==> config.mk <==
export PLATFORM = sky130hd
export DESIGN_NAME = pcbr_cfg_regs
export DESIGN_NICKNAME = d
export VERILOG_FILES = /design/src/rtl/pcbr_pkg.sv /design/src/rtl/pcbr_subsys_id.sv /design/src/rtl/pcbr_window_decode.sv /design/src/rtl/pcbr_cfg_regs.sv
export VERILOG_INCLUDE_DIRS = /design/src /design/src/rtl
export SDC_FILE = /design/constraint.sdc
export NUM_CORES = 1
export LEC_CHECK = 0
export BUFFER_PORTS_ARGS = -buffer_cell sky130_fd_sc_hd__clkbuf_2
export CAP_MARGIN = 20
export CELL_PAD_IN_SITES_DETAIL_PLACEMENT = 0
export CELL_PAD_IN_SITES_GLOBAL_PLACEMENT = 2
export CORE_MARGIN = 8
export CORE_UTILIZATION = 26
export CTS_BUF_LIST = sky130_fd_sc_hd__clkbuf_16
export DETAILED_ROUTE_END_ITERATION = 8
export GPL_ROUTABILITY_DRIVEN = 0
export GPL_TIMING_DRIVEN = 0
export PLACE_DENSITY_LB_ADDON = 0.1
export RECOVER_POWER = 25
export SYNTH_ARGS = -nofsm -noshare
export SYNTH_HDL_FRONTEND = slang
export SYNTH_SLANG_ARGS = --single-unit
==> constraint.sdc <==
create_clock -name clk -period 1.9 [get_ports clk]
set_input_delay 0.57 -clock clk [delete_from_list [all_inputs] [get_ports clk]]
set_output_delay 0.57 -clock clk [all_outputs]
set_load 0.02 [all_outputs]
==> src/rtl/pcbr_map.svh <==
// Offsets, field ranges, constant field values and reset values of the
// configuration registers. Included by the package and the design modules.
`ifndef PCBR_MAP_SVH
`define PCBR_MAP_SVH

// Dword-aligned configuration offsets
`define PCBR_OFS_MEM_BASE   8'h14
`define PCBR_OFS_SUBSYS_ID  8'h2C
`define PCBR_OFS_BOOT_ROM   8'h30
`define PCBR_OFS_CAP_PTR    8'h34
`define PCBR_DW_MASK        8'hFC

// Memory window register fields
`define PCBR_MEM_ADDR_RNG   31:12
`define PCBR_MEM_SIZE_RNG   11:4
`define PCBR_MEM_PF_BIT     3
`define PCBR_MEM_LOC_RNG    2:1
`define PCBR_MEM_IND_BIT    0
`define PCBR_MEM_SIZE_VAL   8'h00
`define PCBR_MEM_PF_VAL     1'h0
`define PCBR_MEM_LOC_VAL    2'h0
`define PCBR_MEM_IND_VAL    1'h0
`define PCBR_MEM_WR_MASK    32'hFFFFF000
`define PCBR_MEM_OFS_RNG    11:0

// Boot ROM window register fields
`define PCBR_ROM_ADDR_RNG   31:16
`define PCBR_ROM_ZERO_RNG   15:1
`define PCBR_ROM_SEL_BIT    0
`define PCBR_ROM_SIZE_VAL   5'h00
`define PCBR_ROM_UNUSED_VAL 10'h000
`define PCBR_ROM_WR_MASK    32'hFFFF0001
`define PCBR_ROM_OFS_RNG    15:0

// Subsystem identity and capability pointer
`define PCBR_SID_DEV_RNG    31:16
`define PCBR_SID_VEN_RNG    15:0
`define PCBR_CAP_UNUSED_VAL 24'h000000
`define PCBR_CAP_PTR_VAL    8'h40

// Reset values and widths
`define PCBR_MEM_ADDR_W     20
`define PCBR_ROM_ADDR_W     16
`define PCBR_CODE_W         16
`define PCBR_BYTE_W         8
`define PCBR_LANES          4
`define PCBR_MEM_ADDR_RST   20'h00000
`define PCBR_ROM_ADDR_RST   16'h0000
`define PCBR_ROM_SEL_RST    1'h0

`endif

==> src/rtl/pcbr_pkg.sv <==
// Carrier and state types of the configuration register block.
// Assumes the map header is on the include path.
`include "pcbr_map.svh"
package pcbr_pkg;
    typedef struct packed {
        logic                        valid;
        logic                        write;
        logic [7:0]                  addr;
        logic [`PCBR_LANES-1:0]      byte_en;
        logic [31:0]                 wdata;
    } pcbr_cfg_req_type;

    typedef struct packed {
        logic                        ack;
        logic                        hit;
        logic [31:0]                 rdata;
    } pcbr_cfg_rsp_type;

    typedef struct packed {
        logic                        valid;
        logic [31:0]                 addr;
    } pcbr_mem_req_type;

    typedef struct packed {
        logic                        reg_hit;
        logic                        rom_hit;
        logic [15:0]                 offset;
    } pcbr_mem_rsp_type;

    typedef struct packed {
        logic                        valid;
        logic                        enable;
        logic [`PCBR_CODE_W-1:0]     subsys_device_code;
        logic [`PCBR_CODE_W-1:0]     subsys_vendor_code;
    } pcbr_ee_load_type;

    typedef struct packed {
        logic [`PCBR_CODE_W-1:0]     subsys_device_code;
        logic [`PCBR_CODE_W-1:0]     subsys_vendor_code;
    } pcbr_sid_state_type;

    typedef struct packed {
        logic [`PCBR_MEM_ADDR_W-1:0] mem_window_addr;
        logic [`PCBR_ROM_ADDR_W-1:0] boot_window_addr;
        logic                        boot_decode_select;
        pcbr_cfg_rsp_type            rsp;
    } pcbr_regs_state_type;
endpackage

==> src/rtl/pcbr_subsys_id.sv <==
// Subsystem identity holder, loaded from the EEPROM configuration load.
// Assumes the loader drives ee_load for one cycle per loaded word pair.
`timescale 1ns/1ps
`include "pcbr_map.svh"
module pcbr_subsys_id #(
    parameter logic [31:0] SUBSYS_ID_DEFAULT = 32'h5EED0001 // Arbitrary value
) (
    input  wire                            clk,
    input  wire                            sys_rst,
    input  wire pcbr_pkg::pcbr_ee_load_type ee_load,
    output pcbr_pkg::pcbr_sid_state_type   sid
);
    pcbr_pkg::pcbr_sid_state_type state;
    pcbr_pkg::pcbr_sid_state_type next_state;

    // Load only while EEPROM configuration is enabled
    always_comb begin
        next_state = state;
        if (ee_load.valid && ee_load.enable) begin
            next_state.subsys_device_code = ee_load.subsys_device_code;
            next_state.subsys_vendor_code = ee_load.subsys_vendor_code;
        end
    end

    // Hard reset only; soft reset never reaches here
    always_ff @(posedge clk) begin
        if (sys_rst) begin
            state <= SUBSYS_ID_DEFAULT;
        end else begin
            state <= next_state;
        end
    end

    assign sid = state;

    property p_ee_load;
        @(posedge clk) disable iff (sys_rst)
        (ee_load.valid && ee_load.enable) |=>
            (sid == {$past(ee_load.subsys_device_code), $past(ee_load.subsys_vendor_code)});
    endproperty
    a_ee_load: assert property (p_ee_load) else $error("subsystem id not loaded");

    property p_ee_blocked;
        @(posedge clk) disable iff (sys_rst)
        !(ee_load.valid && ee_load.enable) |=> $stable(sid);
    endproperty
    a_ee_blocked: assert property (p_ee_blocked) else $error("subsystem id changed");

    c_ee_load: cover property (@(posedge clk) ee_load.valid && ee_load.enable);
endmodule // pcbr_subsys_id

==> src/rtl/pcbr_window_decode.sv <==
// Memory-space decode of the register window and the boot ROM window.
// Assumes the command register's memory enable is on this clock.
`timescale 1ns/1ps
`include "pcbr_map.svh"
module pcbr_window_decode (
    input  wire                              clk,
    input  wire                              sys_rst,
    input  wire                              memory_space_enable,
    input  wire pcbr_pkg::pcbr_mem_req_type  mem_req,
    input  wire [`PCBR_MEM_ADDR_W-1:0]       mem_window_addr,
    input  wire [`PCBR_ROM_ADDR_W-1:0]       boot_window_addr,
    input  wire                              boot_decode_select,
    output pcbr_pkg::pcbr_mem_rsp_type       mem_rsp
);
    pcbr_pkg::pcbr_mem_rsp_type state;
    pcbr_pkg::pcbr_mem_rsp_type next_state;
    logic                       take;

    // Shared decoder: ROM select steals it from the register window
    assign take = mem_req.valid && memory_space_enable;
    always_comb begin
        next_state = '0;
        if (take && boot_decode_select) begin
            next_state.rom_hit = (mem_req.addr[`PCBR_ROM_ADDR_RNG] == boot_window_addr);
            next_state.offset  = mem_req.addr[`PCBR_ROM_OFS_RNG];
        end else if (take) begin
            next_state.reg_hit = (mem_req.addr[`PCBR_MEM_ADDR_RNG] == mem_window_addr);
            next_state.offset  = {4'h0, mem_req.addr[`PCBR_MEM_OFS_RNG]};
        end
    end

    // Hits are one-cycle pulses
    always_ff @(posedge clk) begin
        if (sys_rst) begin
            state <= '0;
        end else begin
            state <= next_state;
        end
    end

    assign mem_rsp = state;

    property p_no_enable;
        @(posedge clk) disable iff (sys_rst)
        !memory_space_enable |=> !mem_rsp.reg_hit && !mem_rsp.rom_hit;
    endproperty
    a_no_enable: assert property (p_no_enable) else $error("hit while disabled");

    property p_rom_blocks;
        @(posedge clk) disable iff (sys_rst)
        boot_decode_select |=> !mem_rsp.reg_hit;
    endproperty
    a_rom_blocks: assert property (p_rom_blocks) else $error("register hit under ROM");

    property p_reg_decode;
        @(posedge clk) disable iff (sys_rst)
        (take && !boot_decode_select && mem_req.addr[`PCBR_MEM_ADDR_RNG] == mem_window_addr)
            |=> mem_rsp.reg_hit;
    endproperty
    a_reg_decode: assert property (p_reg_decode) else $error("register window missed");

    c_rom_hit: cover property (@(posedge clk) mem_rsp.rom_hit);
    c_reg_hit: cover property (@(posedge clk) mem_rsp.reg_hit);
endmodule // pcbr_window_decode

==> src/rtl/pcbr_cfg_regs.sv <==
// Configuration header slice: memory window base, subsystem identity,
// boot ROM window with decode select, and capability pointer.
// Assumes configuration requests come from logic on clk, one at a time.
//
// Behaviour
// - Memory base bits 31..12 are writable and hold the register window base.
// - Memory base bits 11..4 read zero, asking for a 4096-byte window.
// - Memory base bit 3 reads zero: not prefetchable, read-only.
// - Memory base bits 2..1 read 00: 32-bit base anywhere, read-only.
// - Memory base bit 0 reads zero: memory space, read-only.
// - Subsystem word is read-only, device code high, vendor code low.
// - EEPROM load overwrites subsystem codes only when loading is enabled.
// - Boot ROM bits 31..16 are a writable ROM window base.
// - Boot ROM bits 15..1 read zero, asking for a 64 KB window.
// - Boot ROM bit 0 set sends the shared decode to ROM, blocking registers.
// - Capability pointer reads 40h in the low byte, zero above, read-only.
// - Memory accesses answer only while memory space is enabled.
`timescale 1ns/1ps
`include "pcbr_map.svh"
module pcbr_cfg_regs #(
    parameter logic [31:0] SUBSYS_ID_DEFAULT = 32'h5EED0001 // Arbitrary value
) (
    input  wire                              clk,
    input  wire                              sys_rst,
    input  wire pcbr_pkg::pcbr_cfg_req_type  cfg_req,
    output pcbr_pkg::pcbr_cfg_rsp_type       cfg_rsp,
    input  wire                              memory_space_enable,
    input  wire pcbr_pkg::pcbr_mem_req_type  mem_req,
    output pcbr_pkg::pcbr_mem_rsp_type       mem_rsp,
    input  wire pcbr_pkg::pcbr_ee_load_type  ee_load,
    output logic [`PCBR_MEM_ADDR_W-1:0]      mem_window_addr,
    output logic [`PCBR_ROM_ADDR_W-1:0]      boot_window_addr,
    output logic                             boot_decode_select
);
    localparam pcbr_pkg::pcbr_regs_state_type RESET_STATE = '{
        mem_window_addr:    `PCBR_MEM_ADDR_RST,
        boot_window_addr:   `PCBR_ROM_ADDR_RST,
        boot_decode_select: `PCBR_ROM_SEL_RST,
        rsp:                '0
    };

    pcbr_pkg::pcbr_regs_state_type state;
    pcbr_pkg::pcbr_regs_state_type next_state;
    pcbr_pkg::pcbr_sid_state_type  sid;

    logic [7:0]  dword_addr;
    logic [31:0] lane_mask;
    logic [31:0] mem_word;
    logic [31:0] rom_word;
    logic [31:0] sid_word;
    logic [31:0] cap_word;
    logic [31:0] mem_merged;
    logic [31:0] rom_merged;
    logic [31:0] read_word;
    logic        sel_mem;
    logic        sel_sid;
    logic        sel_rom;
    logic        sel_cap;
    logic        wr_mem;
    logic        wr_rom;
    logic        rd_mem;
    logic        rd_rom;

    // Subsystem identity lives with its loader
    pcbr_subsys_id #(
        .SUBSYS_ID_DEFAULT (SUBSYS_ID_DEFAULT)
    ) u_subsys_id (
        .clk     (clk),
        .sys_rst (sys_rst),
        .ee_load (ee_load),
        .sid     (sid)
    );

    // Window decode sees the live bases, so a rewrite takes effect next access
    pcbr_window_decode u_window_decode (
        .clk                 (clk),
        .sys_rst             (sys_rst),
        .memory_space_enable (memory_space_enable),
        .mem_req             (mem_req),
        .mem_window_addr     (state.mem_window_addr),
        .boot_window_addr    (state.boot_window_addr),
        .boot_decode_select  (state.boot_decode_select),
        .mem_rsp             (mem_rsp)
    );

    // Byte enables widened to a bit mask
    for (genvar b = 0; b < `PCBR_LANES; b++) begin : g_lane
        assign lane_mask[b*`PCBR_BYTE_W +: `PCBR_BYTE_W] = {`PCBR_BYTE_W{cfg_req.byte_en[b]}};
    end

    // Sub-dword byte address bits do not pick a register
    assign dword_addr = cfg_req.addr & `PCBR_DW_MASK;
    assign sel_mem    = (dword_addr == `PCBR_OFS_MEM_BASE);
    assign sel_sid    = (dword_addr == `PCBR_OFS_SUBSYS_ID);
    assign sel_rom    = (dword_addr == `PCBR_OFS_BOOT_ROM);
    assign sel_cap    = (dword_addr == `PCBR_OFS_CAP_PTR);
    assign wr_mem     = cfg_req.valid && cfg_req.write && sel_mem;
    assign wr_rom     = cfg_req.valid && cfg_req.write && sel_rom;
    assign rd_mem     = cfg_req.valid && !cfg_req.write && sel_mem;
    assign rd_rom     = cfg_req.valid && !cfg_req.write && sel_rom;

    // Read images: constant fields are wired, never stored
    assign mem_word = {state.mem_window_addr,
                       `PCBR_MEM_SIZE_VAL,
                       `PCBR_MEM_PF_VAL,
                       `PCBR_MEM_LOC_VAL,
                       `PCBR_MEM_IND_VAL};
    assign sid_word = {sid.subsys_device_code, sid.subsys_vendor_code};
    assign rom_word = {state.boot_window_addr,
                       `PCBR_ROM_SIZE_VAL,
                       `PCBR_ROM_UNUSED_VAL,
                       state.boot_decode_select};
    assign cap_word = {`PCBR_CAP_UNUSED_VAL, `PCBR_CAP_PTR_VAL};

    // Only writable bits under an enabled lane take the new data
    assign mem_merged = (mem_word & ~(lane_mask & `PCBR_MEM_WR_MASK))
                      | (cfg_req.wdata & lane_mask & `PCBR_MEM_WR_MASK);
    assign rom_merged = (rom_word & ~(lane_mask & `PCBR_ROM_WR_MASK))
                      | (cfg_req.wdata & lane_mask & `PCBR_ROM_WR_MASK);

    // Read mux; other offsets belong to neighbours and read zero here
    always_comb begin
        read_word = '0;
        if (sel_mem) begin
            read_word = mem_word;
        end else if (sel_sid) begin
            read_word = sid_word;
        end else if (sel_rom) begin
            read_word = rom_word;
        end else if (sel_cap) begin
            read_word = cap_word;
        end
    end

    // Next state: writes to the two windows, one-cycle answer to every request
    always_comb begin
        next_state           = state;
        next_state.rsp.ack   = cfg_req.valid;
        next_state.rsp.hit   = cfg_req.valid && (sel_mem || sel_sid || sel_rom || sel_cap);
        next_state.rsp.rdata = '0;
        if (cfg_req.valid && !cfg_req.write) begin
            next_state.rsp.rdata = read_word;
        end
        if (wr_mem) begin
            next_state.mem_window_addr = mem_merged[`PCBR_MEM_ADDR_RNG];
        end
        if (wr_rom) begin
            next_state.boot_window_addr   = rom_merged[`PCBR_ROM_ADDR_RNG];
            next_state.boot_decode_select = rom_merged[`PCBR_ROM_SEL_BIT];
        end
    end

    // Hard reset only; soft reset leaves these untouched
    always_ff @(posedge clk) begin
        if (sys_rst) begin
            state <= RESET_STATE;
        end else begin
            state <= next_state;
        end
    end

    // Outputs are register fields
    assign cfg_rsp            = state.rsp;
    assign mem_window_addr    = state.mem_window_addr;
    assign boot_window_addr   = state.boot_window_addr;
    assign boot_decode_select = state.boot_decode_select;

    // Checks on what software sees
    property p_mem_base_write;
        @(posedge clk) disable iff (sys_rst)
        (wr_mem && cfg_req.byte_en == 4'hF) |=>
            (mem_window_addr == $past(cfg_req.wdata[`PCBR_MEM_ADDR_RNG]));
    endproperty
    a_mem_base_write: assert property (p_mem_base_write)
        else $error("memory base not written");

    property p_mem_size_zero;
        @(posedge clk) disable iff (sys_rst)
        rd_mem |=> cfg_rsp.ack && (cfg_rsp.rdata[`PCBR_MEM_SIZE_RNG] == 8'h00);
    endproperty
    a_mem_size_zero: assert property (p_mem_size_zero)
        else $error("memory size bits not zero");

    property p_mem_prefetch;
        @(posedge clk) disable iff (sys_rst)
        rd_mem |=> !cfg_rsp.rdata[`PCBR_MEM_PF_BIT];
    endproperty
    a_mem_prefetch: assert property (p_mem_prefetch)
        else $error("prefetch flag set");

    property p_mem_placement;
        @(posedge clk) disable iff (sys_rst)
        rd_mem |=> (cfg_rsp.rdata[`PCBR_MEM_LOC_RNG] == 2'h0);
    endproperty
    a_mem_placement: assert property (p_mem_placement)
        else $error("placement type not 00");

    property p_mem_space;
        @(posedge clk) disable iff (sys_rst)
        rd_mem |=> !cfg_rsp.rdata[`PCBR_MEM_IND_BIT];
    endproperty
    a_mem_space: assert property (p_mem_space)
        else $error("space flag set");

    property p_sid_read;
        @(posedge clk) disable iff (sys_rst)
        (cfg_req.valid && !cfg_req.write && sel_sid) |=>
            cfg_rsp.hit && (cfg_rsp.rdata == $past(sid_word));
    endproperty
    a_sid_read: assert property (p_sid_read)
        else $error("subsystem word wrong");

    property p_rom_base_write;
        @(posedge clk) disable iff (sys_rst)
        (wr_rom && cfg_req.byte_en == 4'hF) |=>
            (boot_window_addr == $past(cfg_req.wdata[`PCBR_ROM_ADDR_RNG]))
            && (boot_decode_select == $past(cfg_req.wdata[`PCBR_ROM_SEL_BIT]));
    endproperty
    a_rom_base_write: assert property (p_rom_base_write)
        else $error("boot ROM register not written");

    property p_rom_zero;
        @(posedge clk) disable iff (sys_rst)
        rd_rom |=> (cfg_rsp.rdata[`PCBR_ROM_ZERO_RNG] == 15'h0000);
    endproperty
    a_rom_zero: assert property (p_rom_zero)
        else $error("boot ROM low bits not zero");

    property p_cap_read;
        @(posedge clk) disable iff (sys_rst)
        (cfg_req.valid && !cfg_req.write && sel_cap) |=> (cfg_rsp.rdata == 32'h00000040);
    endproperty
    a_cap_read: assert property (p_cap_read)
        else $error("capability pointer wrong");

    property p_sizing;
        @(posedge clk) disable iff (sys_rst)
        (wr_mem && cfg_req.wdata == 32'hFFFFFFFF && cfg_req.byte_en == 4'hF) ##1 rd_mem
            |=> (cfg_rsp.rdata == 32'hFFFFF000);
    endproperty
    a_sizing: assert property (p_sizing)
        else $error("sizing read wrong");

    property p_ack_once;
        @(posedge clk) disable iff (sys_rst)
        cfg_req.valid |=> cfg_rsp.ack ##1 (cfg_rsp.ack == $past(cfg_req.valid));
    endproperty
    a_ack_once: assert property (p_ack_once)
        else $error("answer timing wrong");

    property p_mem_read;
        @(posedge clk) disable iff (sys_rst)
        rd_mem |=> (cfg_rsp.rdata[`PCBR_MEM_ADDR_RNG] == $past(mem_window_addr));
    endproperty
    a_mem_read: assert property (p_mem_read)
        else $error("memory base misread");

    property p_mem_hold;
        @(posedge clk) disable iff (sys_rst)
        !wr_mem |=> $stable(mem_window_addr);
    endproperty
    a_mem_hold: assert property (p_mem_hold)
        else $error("memory base changed unasked");

    property p_mem_low_lane;
        @(posedge clk) disable iff (sys_rst)
        (wr_mem && cfg_req.byte_en[3:1] == 3'h0) |=> $stable(mem_window_addr);
    endproperty
    a_mem_low_lane: assert property (p_mem_low_lane)
        else $error("read-only byte moved base");

    property p_rom_read;
        @(posedge clk) disable iff (sys_rst)
        rd_rom |=> (cfg_rsp.rdata[`PCBR_ROM_ADDR_RNG] == $past(boot_window_addr))
            && (cfg_rsp.rdata[`PCBR_ROM_SEL_BIT] == $past(boot_decode_select));
    endproperty
    a_rom_read: assert property (p_rom_read)
        else $error("boot ROM register misread");

    property p_rom_hold;
        @(posedge clk) disable iff (sys_rst)
        !wr_rom |=> $stable(boot_window_addr) && $stable(boot_decode_select);
    endproperty
    a_rom_hold: assert property (p_rom_hold)
        else $error("boot ROM register changed unasked");

    property p_rom_lane_off;
        @(posedge clk) disable iff (sys_rst)
        (wr_rom && !cfg_req.byte_en[0]) |=> $stable(boot_decode_select);
    endproperty
    a_rom_lane_off: assert property (p_rom_lane_off)
        else $error("decode select moved with lane off");

    property p_sid_no_write;
        @(posedge clk) disable iff (sys_rst)
        (cfg_req.valid && cfg_req.write && sel_sid && !(ee_load.valid && ee_load.enable))
            |=> $stable(sid_word);
    endproperty
    a_sid_no_write: assert property (p_sid_no_write)
        else $error("subsystem word written");

    property p_write_quiet;
        @(posedge clk) disable iff (sys_rst)
        (cfg_req.valid && cfg_req.write) |=> cfg_rsp.ack && (cfg_rsp.rdata == 32'h00000000);
    endproperty
    a_write_quiet: assert property (p_write_quiet)
        else $error("write answered with data");

    c_sizing: cover property (@(posedge clk) wr_mem && cfg_req.wdata == 32'hFFFFFFFF);
    c_rom_enable: cover property (@(posedge clk) $rose(boot_decode_select));
    c_cap_read: cover property (@(posedge clk) cfg_req.valid && sel_cap);
endmodule // pcbr_cfg_regs

==> out/metrics.yaml <==
status: "completed"
yosysSeqAreaShare_pct: 51.76
slew_viol_final: 0
cp.required_ns: 2.19
switchingPower_mw: 1.481
drt_pass1_iterations: 5
crit_path_max_incr_delay_ns: 0.46
dp.cells: 945
antenna_cells: 0
final.setup.worst_slack_ns: 0.06924
critPathArrivalTime_ns: 2.12
ys_ff_latch: 121
p_leak_nw: 2.762
finClkSkew_ns: 0.006400
ios: 205
via_per_inst: 4.603
cts_inserted_buffers: 17
htreeDepth: 4
instances_no_fill: 977
port_buffers: 190
r2r_cells: 4
swShare_pct: 22.58
hp-class: "in2reg"
num_rows: 49
finalSetupViolations: 0
final_cell_mix: "169 x clkbuf_2, 121 x dfxtp_1, 102 x nand2_1, 55 x a21oi_1, 40 x clkbuf_1"
endpoint_kind: "flip-flop"
cp_max_fo: 10
finalCriticalPeriod_ns: 1.831
grt_pass1_wl_um: 28120
yosysWarnings: 0
wire_per_inst_um: 19.45
maxCapViolations: 0
p_per_area_nw_per_um2: 1002
nets: 851
synth_ff_type: "dfxtp_1"
die_w_um: 150.2
syn_nets: 642
synth_edf_count: 0
rsz0062_at_grt: "true"
insertion_delay_ns: 0.41
synth_cell_types: 33
postCtsSetupRepairBufs: 0
avgSynthCellArea_um2: 8.896
drt_iter0_drc: 290
start_util_pct: 26.23
clock_sinks: 121
max-slew-margin-rel_pct: 57.58
die-area_um2: 22550
final.setup.tns_ns: 0
timing.final.crit_share_pct: 96.36
antenna_left: 0
post-route-drc-count: 0
routed_wl_um: 19000
syn-instance-count: 526
overflow: 0
total_power_mw: 6.560
irDropWorstVdd_mv: 0.6062
worstMarginPinSlew_ns: 0.6363
final_common_cell: "clkbuf_2"
worstSetupStartpointType: "input port"
worstPathCellList: "clkbuf_2 > nor4b_4 > nand2_1 > clkbuf_1 > o21ai_0 > nor2_1"
seq_power_share_pct: 39.9
grt_max_degree: 17
slowest_stage: "nor4b_4"
async_reset_ff_share_pct: 0
core_um2: 17840
internal_power_mw: 5.079
layout-drive-gt1-share_pct: 29.81
syn_to_final_growth_pct: 39.97
dp_slack_ns: -0.5657
num_vias: 4497
clock_path_buffers: 2
cts_tree: "yes"
clk_pin_slew_ns: 0.06
track_usage_pct: 16.96
hpwl_um: 14810
pwr-share-comb_pct: 6.0
die_height_um: 150.2
min_delay_path_depth: 2
synth_area_um2: 4679
hold_violations: 0
max_freq_ghz: 0.5462
cts-root-buf: "clkbuf_16"
antenna_found_initial: 2
worstSetupPathType: "in2reg"
grt_pass1_vias: 4762
p_clk_share_pct: 54.2
==> through the flow <==
step	hold WS (ns)	utilization, %	cell area [um^2]
floorplan	0.4296	-	4679
global placement	0.4365	33.17	5917
detailed placement	0.4415	33.17	5917
CTS	0.3302	36.83	6570
global route	0.3331	36.71	6550
finish	0.3533	36.71	6550
==> critical path, delay by kind of cell <==
family,cells,cell delay [ns]
AND/OR/NAND/NOR,3,0.83
AO/OA/AOI/OAI,1,0.26
buffers and inverters,2,0.46
==> power groups by stage <==
stage                     Combinational (mW)  Sequential [mW]  Clock (mW)
after floorplan                        0.168             2.67           0
after global placement                 0.396             2.67           0
after detailed placement               0.397             2.67           0
after CTS                              0.400             2.61        3.64
after global routing                   0.435             2.62        3.75
final                                  0.392             2.61        3.55
==> cells by family (layout without fill, tap and decap cells) <==
logic type                count (synthesis)  in the layout  synth area share [%]
and+or+nand+nor                         237            237                 24.92
DFF                                     121            121                 51.76
AOI/OAI and AO/OA                        93             93                 11.55
xor gates and xnor gates                 36             36                 6.738
buffers and inverters                    35            257                 4.171
muxes                                     4              4                0.8556
==> synthesized netlist by cell type (2+ instances only) <==
master    instances  area share, %
buf_8             2           0.64
nand3_1          39            4.2
xnor2_1          18            3.4
a221oi_1         16            3.0
nand4_1           5           0.67
and2_1           24            3.2
o21ai_0          16            1.7
buf_6             3           0.72
mux2i_1           4           0.86
and3_1           11            1.5
xor2_1           18            3.4
nand2b_1          2           0.27
buf_2             8           0.86
buf_4             2           0.32
clkbuf_1         18            1.4
nor4_1            7           0.94
dfxtp_1         121             52
nor2_1           26            2.1
nand3b_1         12            1.9
a21oi_1          55            5.9
nor2b_1           2           0.27
nand2_1         102            8.2
a22oi_1           5           0.80
==> routing by layer <==
metal / track usage (%) / vias to the layer above / share of wire [%]
li1: - / 2220 / -
met1: 20.70 / 2098 / 43
met5: 0 / - / 0.14
met3: 6.162 / 17 / 8.0
met2: 27.70 / 158 / 48
met4: 4.548 / 4 / 1.0
==> path summary, 6_finish.rpt <==
check | from | end | slack, ns
hold reg to reg | u_subsys_id.sid[7]$_SDFFE_PP0P_ | u_subsys_id.sid[7]$_SDFFE_PP0P_ | 0.45
hold / removal | mem_req[10] | u_window_decode.mem_rsp[10]$_SDFF_PP0_ | 0.35
setup / recovery | cfg_req[43] | cfg_rsp[30]$_SDFF_PP0_ | 0.07
setup reg to reg | flip-flop | u_window_decode.mem_rsp[17]$_SDFF_PP0_ | 0.35
==> layout make-up <==
cell class              instances  area (um^2)
fillers                      1926        11290
clock inverters                15        225.2
clock buffers                  17        425.4
plain buffers                  34        191.4
repair buffers                190        923.4
multi-input cells             370         2072
inverters                       1        3.754
flip-flops and latches        121         2422
well taps                     229        286.5
==> timing repair <==
action                                  CTS  global route
endpoints found under the hold margin     0             0
pin swaps                                 0             0
endpoints found under the setup margin    1             8
cloned                                    0             0
gates resized for setup                   1             2
hold buffers                              0             0
(Power assumes the default switching activity.)
